<file path="src/logic/i2ccfg_pkg.sv">
// package: register map, bus constants and carrier types for the config slave
package i2ccfg_pkg;
  localparam logic [4:0] SLV_ADDR_HI     = 5'h1D;
  localparam logic [1:0] SLV_ADDR_LO_DEF = 2'h1;
  localparam logic [4:0] HS_CODE_HI      = 5'h01;
  localparam logic [4:0] REG_IDX_ZERO    = 5'h00;
  localparam logic [7:0] OFS_MISC_CONFIG = 8'h01;
  localparam logic [7:0] OFS_FLOOR       = 8'h02;
  localparam logic [7:0] OFS_ROOF        = 8'h03;
  localparam logic [7:0] OFS_ILIM        = 8'h04;
  localparam logic [7:0] OFS_STATUS      = 8'h05;
  localparam logic [7:0] OFS_NVM_CTRL    = 8'hFF;
  localparam logic [7:0] NVM_CMD_SAVE    = 8'hC0;
  localparam logic [7:0] NVM_SEL_NVM     = 8'hFF;
  localparam logic [7:0] NVM_CTRL_RST    = 8'h00;
  localparam logic [7:0] MISC_RST        = 8'h01;
  localparam logic [7:0] FLOOR_RST       = 8'h06;
  localparam logic [7:0] ROOF_RST        = 8'h0A;
  localparam logic [7:0] ILIM_RST        = 8'h1B;
  localparam logic [7:0] MISC_WMASK      = 8'hEF;
  localparam logic [7:0] MISC_NVM_MASK   = 8'h6F;
  localparam logic [7:0] FLOOR_WMASK     = 8'h1F;
  localparam logic [7:0] ILIM_WMASK      = 8'h3F;
  localparam logic [7:0] ZERO_BYTE       = 8'h00;
  localparam int         BIT_SOFT_RESET  = 7;
  localparam int         BIT_WP          = 7;
  localparam int         BIT_PIN_FUNC    = 3;
  localparam int         BIT_SPREAD      = 2;
  localparam logic [3:0] NVM_LOAD_CYCLES = 4'h4;
  localparam logic [3:0] CYC_OFF_PULSE   = 4'hF;

  typedef enum logic [1:0] {
    I2CCFG_EN_PINS   = 2'h0,
    I2CCFG_EN_AUTO   = 2'h1,
    I2CCFG_EN_PASS   = 2'h2,
    I2CCFG_EN_SHDN   = 2'h3
  } i2ccfg_enable_t;

  typedef struct packed {
    logic           soft_reset;
    i2ccfg_enable_t enable_sel;
    logic           reserved4;
    logic           shared_pin_function_select;
    logic           spread_spectrum_enable;
    logic [1:0]     switch_mode;
  } i2ccfg_misc_t;

  typedef struct packed {
    logic       wr;
    logic [7:0] idx;
    logic [7:0] data;
  } i2ccfg_wr_t;
endpackage

</file>
<file path="src/logic/i2ccfg_slave.sv">
// two-wire config slave with working registers and non-volatile shadow
// Summary of operation
// - after start, a 00001xxx byte is not acked and enables high-speed mode.
// - after repeated start normal protocol runs; stop leaves high-speed mode.
// - reads of unmapped register indices return zero.
// - each accepted byte is acked by holding SDA low through ninth clock.
// - register updates on the SCL fall ending the data byte ack.
// - slave address is 11101 plus two address strap bits.
// - index byte is decoded in full; the control register sits at index FFh.
// - at power-up working registers load from the non-volatile store.
// - writing C0h to the control register saves working into the store.
// - a store write of ILIM with bit 7 set locks it; later saves and store writes are refused.
// - reads are always served; write-protect never blocks reads.
// - control register routes accesses to working or store; resets zero.
// - config bit 7 restores defaults and pulses the converter off.
// - enable field picks pins, auto, pass-through or shutdown.
// - config bit 4 ignores writes and reads zero.
// - pin function bit picks reset/fault pin or mode-select input.
// - spread bit enables modulation during fixed-frequency switching.
// - mode field picks pins, PFM auto, forced PWM or select-dependent.
// - only seven-bit addressing; no ten-bit or general call.
module i2ccfg_slave
  import i2ccfg_pkg::*;
(
  input  wire logic        CLK_I,
  input  wire logic        RST_I,
  input  wire logic        SCL_I,
  input  wire logic        SDA_I,
  output logic             SDA_O,
  output logic             SDA_OE_O,
  input  wire logic [1:0]  ADDR_STRAP_I,
  input  wire logic [7:0]  STATUS_FLAGS_I,
  output i2ccfg_misc_t     MISC_CONFIG_O,
  output logic [7:0]       BOOST_FLOOR_THRESHOLD_O,
  output logic [7:0]       BOOST_ROOF_THRESHOLD_O,
  output logic [7:0]       CURRENT_LIMIT_SETUP_O,
  output logic             CONVERTER_OFF_O,
  output logic             HS_MODE_O,
  output logic             NVM_LOCKED_O
);
  typedef enum logic [2:0] {
    I2CCFG_IDLE  = 3'h0,
    I2CCFG_RECV  = 3'h1,
    I2CCFG_ACK   = 3'h2,
    I2CCFG_SEND  = 3'h3,
    I2CCFG_MACK  = 3'h4
  } i2ccfg_state_t;

  typedef enum logic [1:0] {
    I2CCFG_B_ADDR = 2'h0,
    I2CCFG_B_IDX  = 2'h1,
    I2CCFG_B_DATA = 2'h2
  } i2ccfg_byte_t;

  logic          scl;
  logic          scl_rise;
  logic          scl_fall;
  logic          sda;
  logic          sda_rise;
  logic          sda_fall;
  logic          start_ev;
  logic          stop_ev;
  i2ccfg_state_t state_ff;
  i2ccfg_byte_t  which_ff;
  logic [7:0]    shift_ff;
  logic [2:0]    bitc_ff;
  logic          rw_ff;
  logic [7:0]    idx_ff;
  logic          hs_ff;
  logic          ack_pend_ff;
  logic          sda_oe_ff;
  i2ccfg_wr_t    wr_ff;
  logic [7:0]    work_ff [1:4];
  logic [7:0]    nvm_ff  [1:4];
  logic [7:0]    nvm_ctrl_ff;
  logic          wp_ff;
  logic [3:0]    load_cnt_ff;
  logic [3:0]    off_cnt_ff;
  logic          use_nvm;
  logic [7:0]    rd_byte;
  logic [7:0]    rx_byte;
  logic          addr_hit;
  logic          hs_code;

  i2ccfg_sync u_scl (
    .CLK_I  (CLK_I),
    .RST_I  (RST_I),
    .pin_i  (SCL_I),
    .lvl_o  (scl),
    .rise_o (scl_rise),
    .fall_o ()
  );
  i2ccfg_sync u_sda (
    .CLK_I  (CLK_I),
    .RST_I  (RST_I),
    .pin_i  (SDA_I),
    .lvl_o  (sda),
    .rise_o (sda_rise),
    .fall_o (sda_fall)
  );

  // strap and status pins come from outside this clock: two stages first
  logic [9:0] pins_meta_ff;
  logic [1:0] strap_ff;
  logic [7:0] status_ff;
  always_ff @(posedge CLK_I or posedge RST_I) begin
    if (RST_I) begin
      pins_meta_ff <= 10'h000;
      strap_ff     <= 2'h0;
      status_ff    <= 8'h00;
    end else begin
      pins_meta_ff          <= {ADDR_STRAP_I, STATUS_FLAGS_I};
      {strap_ff, status_ff} <= pins_meta_ff;
    end
  end

  // scl falls are taken from the synchronised level to stay aligned with sda
  logic scl_last_ff;
  always_ff @(posedge CLK_I or posedge RST_I) begin
    if (RST_I) begin
      scl_last_ff <= 1'b1;
    end else begin
      scl_last_ff <= scl;
    end
  end
  assign scl_fall = scl_last_ff & ~scl;
  assign start_ev = scl & scl_last_ff & sda_fall;
  assign stop_ev  = scl & scl_last_ff & sda_rise;

  assign rx_byte  = {shift_ff[6:0], sda};
  assign addr_hit = (rx_byte[7:1] == {SLV_ADDR_HI, strap_ff});
  assign hs_code  = (rx_byte[7:3] == HS_CODE_HI);
  assign use_nvm  = (nvm_ctrl_ff == NVM_SEL_NVM);

  // read mux, reachable in any state and regardless of write-protect
  always_comb begin
    rd_byte = ZERO_BYTE;
    if (idx_ff == OFS_NVM_CTRL) begin
      rd_byte = nvm_ctrl_ff;
    end else if (idx_ff == OFS_STATUS) begin
      rd_byte = status_ff;
    end else if (idx_ff >= OFS_MISC_CONFIG && idx_ff <= OFS_ILIM) begin
      rd_byte = use_nvm ? nvm_ff[idx_ff[2:0]] : work_ff[idx_ff[2:0]];
    end
  end

  // bus protocol engine
  always_ff @(posedge CLK_I or posedge RST_I) begin
    if (RST_I) begin
      state_ff    <= I2CCFG_IDLE;
      which_ff    <= I2CCFG_B_ADDR;
      shift_ff    <= ZERO_BYTE;
      bitc_ff     <= 3'h0;
      rw_ff       <= 1'b0;
      idx_ff      <= ZERO_BYTE;
      hs_ff       <= 1'b0;
      ack_pend_ff <= 1'b0;
      sda_oe_ff   <= 1'b0;
      wr_ff       <= '0;
    end else begin
      wr_ff.wr <= 1'b0;
      if (stop_ev) begin
        state_ff  <= I2CCFG_IDLE;
        sda_oe_ff <= 1'b0;
        hs_ff     <= 1'b0;
      end else if (start_ev) begin
        state_ff  <= I2CCFG_RECV;
        which_ff  <= I2CCFG_B_ADDR;
        bitc_ff   <= 3'h0;
        sda_oe_ff <= 1'b0;
      end else begin
        unique case (state_ff)
          I2CCFG_IDLE: begin
            sda_oe_ff <= 1'b0;
          end
          I2CCFG_RECV: begin
            if (scl_rise) begin
              shift_ff <= rx_byte;
              bitc_ff  <= bitc_ff + 3'h1;
              if (bitc_ff == 3'h7) begin
                ack_pend_ff <= 1'b1;
                unique case (which_ff)
                  I2CCFG_B_ADDR: begin
                    rw_ff <= rx_byte[0];
                    if (hs_code) begin
                      hs_ff       <= 1'b1;
                      ack_pend_ff <= 1'b0;
                      state_ff    <= I2CCFG_IDLE;
                    end else if (!addr_hit) begin
                      ack_pend_ff <= 1'b0;
                      state_ff    <= I2CCFG_IDLE;
                    end
                  end
                  I2CCFG_B_IDX: idx_ff <= rx_byte;
                  default: ;
                endcase
              end
            end else if (scl_fall && ack_pend_ff) begin
              ack_pend_ff <= 1'b0;
              sda_oe_ff   <= 1'b1;
              state_ff    <= I2CCFG_ACK;
            end
          end
          I2CCFG_ACK: begin
            if (scl_fall) begin
              sda_oe_ff <= 1'b0;
              state_ff  <= I2CCFG_RECV;
              unique case (which_ff)
                I2CCFG_B_ADDR: begin
                  which_ff <= I2CCFG_B_IDX;
                  if (rw_ff) begin
                    shift_ff  <= rd_byte;
                    sda_oe_ff <= ~rd_byte[7];
                    state_ff  <= I2CCFG_SEND;
                  end
                end
                I2CCFG_B_IDX: which_ff <= I2CCFG_B_DATA;
                default: begin
                  wr_ff.wr   <= 1'b1;
                  wr_ff.idx  <= idx_ff;
                  wr_ff.data <= shift_ff;
                  which_ff   <= I2CCFG_B_IDX;
                  state_ff   <= I2CCFG_IDLE;
                end
              endcase
            end
          end
          I2CCFG_SEND: begin
            if (scl_fall) begin
              bitc_ff <= bitc_ff + 3'h1;
              if (bitc_ff == 3'h7) begin
                sda_oe_ff <= 1'b0;
                state_ff  <= I2CCFG_MACK;
              end else begin
                shift_ff  <= {shift_ff[6:0], 1'b0};
                sda_oe_ff <= ~shift_ff[6];
              end
            end
          end
          I2CCFG_MACK: begin
            // master nack ends the read; ack sends the same index again
            if (scl_rise && sda) begin
              state_ff <= I2CCFG_IDLE;
            end else if (scl_fall) begin
              shift_ff  <= rd_byte;
              sda_oe_ff <= ~rd_byte[7];
              state_ff  <= I2CCFG_SEND;
            end
          end
          default: state_ff <= I2CCFG_IDLE;
        endcase
      end
    end
  end

  // working registers, store, lock and power-up copy
  always_ff @(posedge CLK_I or posedge RST_I) begin
    if (RST_I) begin
      work_ff[1]  <= MISC_RST;
      work_ff[2]  <= FLOOR_RST;
      work_ff[3]  <= ROOF_RST;
      work_ff[4]  <= ILIM_RST;
      nvm_ff[1]   <= MISC_RST;
      nvm_ff[2]   <= FLOOR_RST;
      nvm_ff[3]   <= ROOF_RST;
      nvm_ff[4]   <= ILIM_RST;
      nvm_ctrl_ff <= NVM_CTRL_RST;
      wp_ff       <= 1'b0;
      load_cnt_ff <= NVM_LOAD_CYCLES;
      off_cnt_ff  <= 4'h0;
    end else begin
      if (off_cnt_ff != 4'h0) begin
        off_cnt_ff <= off_cnt_ff - 4'h1;
      end
      if (load_cnt_ff != 4'h0) begin
        load_cnt_ff <= load_cnt_ff - 4'h1;
        if (load_cnt_ff == 4'h1) begin
          for (int i = 1; i <= 4; i++) begin
            work_ff[i] <= nvm_ff[i];
          end
        end
      end else if (wr_ff.wr) begin
        if (wr_ff.idx == OFS_NVM_CTRL) begin
          if (wr_ff.data == NVM_CMD_SAVE) begin
            if (!wp_ff) begin
              for (int i = 1; i <= 4; i++) begin
                nvm_ff[i] <= work_ff[i];
              end
            end
          end else begin
            nvm_ctrl_ff <= wr_ff.data;
          end
        end else if (wr_ff.idx == OFS_MISC_CONFIG
                     && wr_ff.data[BIT_SOFT_RESET]) begin
          work_ff[1] <= MISC_RST;
          work_ff[2] <= FLOOR_RST;
          work_ff[3] <= ROOF_RST;
          work_ff[4] <= ILIM_RST;
          off_cnt_ff <= CYC_OFF_PULSE;
        end else if (wr_ff.idx >= OFS_MISC_CONFIG
                     && wr_ff.idx <= OFS_ILIM) begin
          if (use_nvm) begin
            if (!wp_ff) begin
              nvm_ff[wr_ff.idx[2:0]] <= wr_ff.data
                                        & wmask(wr_ff.idx, 1'b1);
              if (wr_ff.idx == OFS_ILIM) begin
                wp_ff <= wr_ff.data[BIT_WP];
              end
            end
          end else begin
            work_ff[wr_ff.idx[2:0]] <= wr_ff.data
                                       & wmask(wr_ff.idx, 1'b0);
          end
        end
      end
    end
  end

  function automatic logic [7:0] wmask(input logic [7:0] idx,
                                       input logic       to_nvm);
    logic [7:0] m;
    m = FLOOR_WMASK;
    if (idx == OFS_MISC_CONFIG) m = MISC_WMASK & MISC_NVM_MASK;
    if (idx == OFS_ILIM) m = to_nvm ? (ILIM_WMASK | 8'h80) : ILIM_WMASK;
    return m;
  endfunction

  assign MISC_CONFIG_O           = i2ccfg_misc_t'(work_ff[1]);
  assign BOOST_FLOOR_THRESHOLD_O = work_ff[2];
  assign BOOST_ROOF_THRESHOLD_O  = work_ff[3];
  assign CURRENT_LIMIT_SETUP_O   = work_ff[4];
  assign CONVERTER_OFF_O         = (off_cnt_ff != 4'h0);
  assign HS_MODE_O               = hs_ff;
  assign NVM_LOCKED_O            = wp_ff;
  assign SDA_O                   = 1'b0;
  assign SDA_OE_O                = sda_oe_ff;

  a_hs_clear_stop: assert property (@(posedge CLK_I) disable iff (RST_I)
    stop_ev |=> !hs_ff) else $error("hs mode kept after stop");
  a_ack_only_ack: assert property (@(posedge CLK_I) disable iff (RST_I)
    (state_ff == I2CCFG_ACK) |-> sda_oe_ff) else $error("ack not driven");
  a_lock_no_save: assert property (@(posedge CLK_I) disable iff (RST_I)
    wp_ff |=> $stable(nvm_ff[2])) else $error("locked store changed");
  a_unmapped_zero: assert property (@(posedge CLK_I) disable iff (RST_I)
    (idx_ff > OFS_STATUS && idx_ff != OFS_NVM_CTRL) |-> rd_byte == ZERO_BYTE)
    else $error("unmapped read not zero");
  a_reserved_zero: assert property (@(posedge CLK_I) disable iff (RST_I)
    !work_ff[1][4]) else $error("reserved bit set");
  a_reset_pulse: assert property (@(posedge CLK_I) disable iff (RST_I)
    (wr_ff.wr && wr_ff.idx == OFS_MISC_CONFIG && wr_ff.data[7]
     && load_cnt_ff == 4'h0) |=> CONVERTER_OFF_O [*8])
    else $error("converter off pulse short");
  a_write_on_ack: assert property (@(posedge CLK_I) disable iff (RST_I)
    wr_ff.wr |-> $past(state_ff) == I2CCFG_ACK) else $error("late write");
  a_no_hs_ack: assert property (@(posedge CLK_I) disable iff (RST_I)
    $rose(hs_ff) |-> ##[1:3] !sda_oe_ff) else $error("hs code acked");
  c_write: cover property (@(posedge CLK_I) wr_ff.wr);
  c_read: cover property (@(posedge CLK_I) state_ff == I2CCFG_SEND);
  c_hs: cover property (@(posedge CLK_I) $rose(hs_ff));
endmodule

</file>
<file path="src/logic/i2ccfg_sync.sv">
// two-stage synchroniser with edge outputs for the bus pins
module i2ccfg_sync (
  input  wire logic CLK_I,
  input  wire logic RST_I,
  input  wire logic pin_i,
  output logic      lvl_o,
  output logic      rise_o,
  output logic      fall_o
);
  logic meta_ff;
  logic sync_ff;
  logic last_ff;

  // bus idles high, so every stage resets high
  always_ff @(posedge CLK_I or posedge RST_I) begin
    if (RST_I) begin
      meta_ff <= 1'b1;
      sync_ff <= 1'b1;
      last_ff <= 1'b1;
    end else begin
      meta_ff <= pin_i;
      sync_ff <= meta_ff;
      last_ff <= sync_ff;
    end
  end

  assign lvl_o  = sync_ff;
  assign rise_o = sync_ff & ~last_ff;
  assign fall_o = ~sync_ff & last_ff;
endmodule

</file>
<file path="config.mk">
export PLATFORM = sky130hd
export DESIGN_NAME = i2ccfg_slave
export DESIGN_NICKNAME = d
export VERILOG_FILES = /design/src/logic/i2ccfg_pkg.sv /design/src/logic/i2ccfg_slave.sv /design/src/logic/i2ccfg_sync.sv
export SDC_FILE = /design/constraint.sdc
export NUM_CORES = 1
export LEC_CHECK = 0
export CORE_AREA = 2 2 135 137
export CTS_BUF_LIST = sky130_fd_sc_hd__clkbuf_8
export DETAILED_ROUTE_END_ITERATION = 7
export DIE_AREA = 0 0 137 139
export DONT_BUFFER_PORTS = 1
export GPL_ROUTABILITY_DRIVEN = 0
export GPL_TIMING_DRIVEN = 0
export PLACE_DENSITY = 0.6
export SKIP_LAST_GASP = 1
export SYNTH_ARGS = -nofsm -noshare
export SYNTH_HDL_FRONTEND = slang
export SYNTH_SLANG_ARGS = --single-unit
</file>
<file path="constraint.sdc">
create_clock -name CLK_I -period 7.45 [get_ports CLK_I]
set_input_delay 0.3725 -clock CLK_I [delete_from_list [all_inputs] [get_ports CLK_I]]
set_output_delay 0.3725 -clock CLK_I [all_outputs]
set_load 0.03 [all_outputs]
</file>
# Yosys cells after proc, flatten, opt, wreduce, memory -nomap -nowiden

Index checks and enable logic that the tools add are counted.

Register bits: 152
Bits in latches: 0
Memory bits (writable): 0
Memory bits (read-only): 0
Bits of input ports: 14
Output and inout bits: 37
Word-level logic and storage cells: 269
Memories: 0

Add/sub/neg operators: 3
Multipliers: 0
Divide/modulo/power cells: 0
Magnitude comparators: 7
Eq/ne operators: 48
Shifts and indexed selects: 0
Muxes and demuxes: 114
Bitwise logic cells: 24
Reduce and logical (&&, ||, !) cells: 40

Operators by type and width:

| cell                                                                                 | count |
|---|---|
| 32-bit two-way mux                                                                   | 14 |
| 8-bit two-way mux                                                                    | 32 |
| 17-bit two-way mux                                                                   | 5 |
| 32-bit bitwise mux                                                                   | 2 |
| 8-bit binary-select mux with 3-bit select                                            | 2 |
| 3-bit two-way mux                                                                    | 16 |
| 8-bit equality test (second input constant)                                          | 4 |
| 8-bit one-hot mux with 4 select lines                                                | 1 |
| 4-bit inequality test (second input constant)                                        | 7 |
| 1-bit two-way mux                                                                    | 26 |
| 8-bit demux with 3-bit select                                                        | 1 |
| 6-bit AND reduction                                                                  | 4 |
| 2-bit nonzero test                                                                   | 11 |
| 4-bit two-way mux                                                                    | 5 |
| 2-bit inequality test (second input constant)                                        | 10 |
| 5-bit inequality test (second input constant)                                        | 4 |
| 8-bit bitwise AND                                                                    | 2 |
| 8-bit by 3-bit equality test with 1-bit output (second input constant)               | 2 |
| 8-bit by 1-bit greater-or-equal comparator with 1-bit output (second input constant) | 2 |
| 8-bit by 3-bit <= comparator with 1-bit output (second input constant)               | 2 |
| 3-bit one-hot mux with 5 select lines                                                | 1 |
| 5-bit AND reduction                                                                  | 3 |
| 1-bit inverter                                                                       | 13 |
| 3-bit inequality test (second input constant)                                        | 4 |
| 35 further kinds                                                                     | 63 |

# Logic depth before layout (Yosys ltp)

Depth after elaboration: 17
Gate-level depth with buffers: 9
Depth with buffers taken out: 7

# Cells and area by module

From an unflattened synthesis, not the netlist that was laid out.

Cells, all modules: 715
Area total of the unflattened synthesis: 7,778.7 µm²

Modules (own cells, without submodules):

| module       | times used | cells an instance | area an instance (µm²) | sequential area each (µm²) |
|---|---|---|---|---|
| i2ccfg_slave | 1          | 703               | 7,583.5                | 3,703.6 |
| i2ccfg_sync  | 2          | 6                 | 97.6                   | 78.8 |

# Least setup slack after synthesis

OpenSTA, ideal clock, no wires.

Kind: register to register
Start: register load_cnt_ff[0]
End: register nvm_ff[2] (netlist name)
Setup time: 0.128 ns
Arrival time: 2.174 ns
Data required time: 7.322 ns
Slack: 5.149 ns
Stages on the path, launching flop included: 9
Cells stage by stage: dfrtp_1 > inv_1 > ha_1 > nor3b_2 > nand2_1 > or3_1 > clkbuf_1 > nor2_2 > mux2_1

Longest elaborated chain between the ends: 3

RTL lines:

| what                                 | line                | source |
|---|---|---|
| start, declared                      | i2ccfg_slave.sv:77  | `logic [3:0] load_cnt_ff;` |
| start signal, assigned               | i2ccfg_slave.sv:276 | `load_cnt_ff <= load_cnt_ff - 4'h1;` |
| 4-bit nonzero test                   | i2ccfg_slave.sv:275 | `if (load_cnt_ff != 4'h0) begin` |
| 1-bit inverter (no source line)      | --                  |  |
| 8-bit AND reduction (no source line) | --                  |  |
| end signal, assigned by index        | i2ccfg_slave.sv:287 | `nvm_ff[i] <= work_ff[i];` |
| end signal, assigned by index        | i2ccfg_slave.sv:304 | `nvm_ff[wr_ff.idx[2:0]] <= wr_ff.data` |
| end, declared                        | i2ccfg_slave.sv:74  | `logic [7:0] nvm_ff [1:4];` |

Every way passes these cells.
A chain may end at the register's enable or synchronous reset.

# Worst setup path after layout

Start: register load_cnt_ff[0]
End: register work_ff, in the netlist CURRENT_LIMIT_SETUP_O[4]

Longest elaborated chain between the ends: 3
Elaborated cells on any way between the ends: 9
Classes of those cells: eq/ne: 4; mux: 1; reduce/logical: 4

RTL lines:

| what                                                                                        | line                                     | source |
|---|---|---|
| 4-bit by 1-bit equality test with 1-bit output / 4-bit nonzero test (equally long branches) | i2ccfg_slave.sv:277, i2ccfg_slave.sv:275 |  |
| 2-bit by 1-bit inequality test with 1-bit output (no source line) (tied with other cells)   | --                                       |  |
| 5-bit AND reduction (no source line)                                                        | --                                       |  |
| end signal, assigned by index                                                               | i2ccfg_slave.sv:279                      | `work_ff[i] <= nvm_ff[i];` |
| end signal, assigned by index                                                               | i2ccfg_slave.sv:311                      | `work_ff[wr_ff.idx[2:0]] <= wr_ff.data` |
| end, declared                                                                               | i2ccfg_slave.sv:73                       | `logic [7:0] work_ff [1:4];` |

Parallel ways exist; a longest one is shown, timed or not.

==> run summary <==
Status: finished, final reports clean
Die H: 139 um
Ranking of synthesized cells by area: dfrtp_1 41%, dfstp_2 8.4%, mux2_2 5.8%
Slowest CP cell: nor3b_2
CTS tree: built
Nets: 792
Dpl hpwl: 15580 um
Design Power: 1795 uW
CP max stage delay: 510 ps
I/O pins: 51
ANT cells: 0
Leading area contributor after synthesis: dfrtp_1
Worst-Margin Slew: 1357 ps
CP top delay family: buffers and inverters
Die X: 137 um
Pint: 1244 uW
Worst setup EP type: register
Antenna violations before repair: 0
Synthesized area per cell: 10.56 sq um
Maximum fanout along the worst path: 10
Bufs and invs on worst path: 3
Clk root buf: clkbuf_8
DRC viols: 0
Endpoints failing hold: 0
Fmax: 0.3355 GHz
Final setup fails: 0
Commonest non-fill, non-tap cell in the layout: dfrtp_1
Vias in the first global route: 6202
WS Path Type: register to register
Mapped cell area: 7816 sq um
Full die area: 19040 sq um
Pwr dens: 207.7 nW/um^2
Wire length of the first global-routing pass: 34540 um
Setup TNS: 0 ps
DR vias: 6237
Clock power share: 0.344
Final ANT Viol Nets: 0
Drt pass-1 iters: 5
Post-DR wirelength/cell: 21.30 um
Post-synthesis register bit count: 152
Fin crit share: 0.4001
Worst Path Required: 7840 ps
Combinational share of power: 0.144
Num CTS Buffers: 17
Clock Sinks: 152
Drt initial violations: 462
Starting density of the core: 0.4427
Switching Power: 550.7 uW
CP Launch Type: register
Area Overhead vs Synth: 10.57%
Post-cts sizing count: 0
Critical-path cell list: inv_1, ha_1, nor3b_2, o41a_1, buf_2, clkbuf_1, a21oi_1, mux2_1
Hold Slack: 354.0 ps
Longest Clk Path Bufs: 2
Most common flop cell mapped by yosys: dfrtp_1
Sw Ratio: 0.3069
Overall routing resource usage: 0.2385
RSZ-0062 raised after global routing: false
Final WL: 21620 um
Worst-path clk slew: 90 ps
GR Overflow Total: 0
Most frequent cells in the layout: 127 x dfrtp_1, 90 x nand2_1, 40 x mux2_2
Rows: 49
Core Area: 17660 sq um
Post-route minimum period: 2981 ps
Layout cells sized above 1: 0.1641
Hold Path Class: register to register
Sequential share of the synthesized area: 0.4906
Netlist cell types: 75
Largest net degree at the start of global routing: 79
Vias per cell: 6.145
VDD IR-drop max: 0.1087 mV
Final slew viol count: 0
Worst rel slew slack: 0.08693
Post-Syn Nets: 759
Synth top area share: 0.4066
Synth Instances: 740
PortBufs: 0
H-tree Lvls: 4
Syn. warnings: 0
Worst Skew: 12.11 ps
Post-synth EDFFs: 0
Worst skew pair latency: 460 ps
Async set or reset register ratio after synthesis: 1.000
Flop pwr share: 0.512
Final setup margin: 4469 ps
Post-CTS setup buffers: 0
Max cap viols: 0
Place WS: 4529 ps
Leak: 0.003652 uW
WP data arrival: 3380 ps
final cells by class:
| cell class | count | area (sq um) |
|---|---|---|
| Fill cell | 1624 | 9015 |
| Sequential cell | 152 | 3835 |
| Multi-Input combinational cell | 518 | 3701 |
| Tap cell | 229 | 286.5 |
| Clock buffer | 17 | 234.0 |
| Buffer | 49 | 201.4 |
| Timing Repair Buffer | 14 | 157.7 |
| Clock inverter | 15 | 142.6 |
| Inverter | 21 | 83.83 |
final timing paths:
check | start | end | slack [ps] | cells past startpoint
worst max-delay path | load_cnt_ff[0] | CURRENT_LIMIT_SETUP_O[4] | 4470 | 8
worst min-delay path | pins_meta_ff[2] | status_ff[2] | 350 | 0
worst max register to register | load_cnt_ff[0] | CURRENT_LIMIT_SETUP_O[4] | 4470 | 8
worst min register to register | pins_meta_ff[2] | status_ff[2] | 350 | 0
max in group asynchronous | RST_I | nvm_ff[17] | 6070 | 3
min in group asynchronous | RST_I | pins_meta_ff[2] | 520 | 2
state kept, by name, summed over array words and instances, names as in the netlist, 2 cells and up:
signal,flops
idx_ff,8
bitc_ff,3
status_ff,8
off_cnt_ff,4
load_cnt_ff,4
state_ff,3
BOOST_FLOOR_THRESHOLD_O,8
strap_ff,2
CURRENT_LIMIT_SETUP_O,8
pins_meta_ff,10
MISC_CONFIG_O,8
nvm_ctrl_ff,8
shift_ff,8
which_ff,2
nvm_ff,32
BOOST_ROOF_THRESHOLD_O,8
wr_ff,17
synth_stat cells, types with 3 or more instances:
cell,instances
a31oi_1,8
o21ai_0,27
nand2_1,90
a32oi_1,3
a211o_1,9
a211oi_1,28
a22o_1,13
a32o_1,7
a21oi_1,33
mux2_1,29
dfstp_2,25
a21oi_4,3
nand4_1,10
clkbuf_1,39
o21ai_1,12
nor3_1,14
mux2i_1,20
nor4_1,3
ha_1,5
nand3_1,17
a21o_1,18
o311ai_0,6
nor3b_1,5
xnor2_1,4
nor2b_1,7
buf_1,3
or2_0,3
buf_2,5
mux2_2,40
nand3b_1,9
inv_1,21
or2_2,3
o311ai_1,5
dfrtp_1,127
nand2b_1,4
and3_1,4
mux2_4,7
nor2_1,24
what timing repair did:
item                                   in CTS  in global routing
setup endpoints to repair                   0                  0
hold buffers                               13                  0
endpoints found under the hold margin      65                  0
layer usage:
layer,track usage,vias to the layer above,routed length [um]
li1,-,2807,-
met1,0.3306,3111,9340
met2,0.3569,263,9988
met3,0.05592,56,1483
met4,0.1026,0,812
met5,0,-,0
cells by family (layout without fill, tap and decap cells):
kind of cell,Yosys count,after routing,synth area share
xor gates and xnor gates,6,6,0.006723
AOI/OAI and AO/OA,199,199,0.1822
buffers and inverters,70,116,0.03586
muxes,96,96,0.1385
and+or+nand+nor,211,211,0.1377
adders and majority gates,5,5,0.008004
DFF,152,152,0.4906
other,1,1,0.0004798
power by group through the flow:
stage	registers, uW	clock network [uW]	logic (uW)
floorplan	912	0	198
global placement	932	0	240
detailed placement	935	0	251
CTS	919	629	258
global route	925	670	288
finish	919	617	259
metrics by stage:
stage               instances  area (sq um)    util
floorplan                 740          7816       -
global placement          969          8103  0.4589
detailed placement        970          8135  0.4607
CTS                      1015          8642  0.4894
global route             1015          8642  0.4894
finish                   1015          8642  0.4894
(Power assumes the default switching activity.)
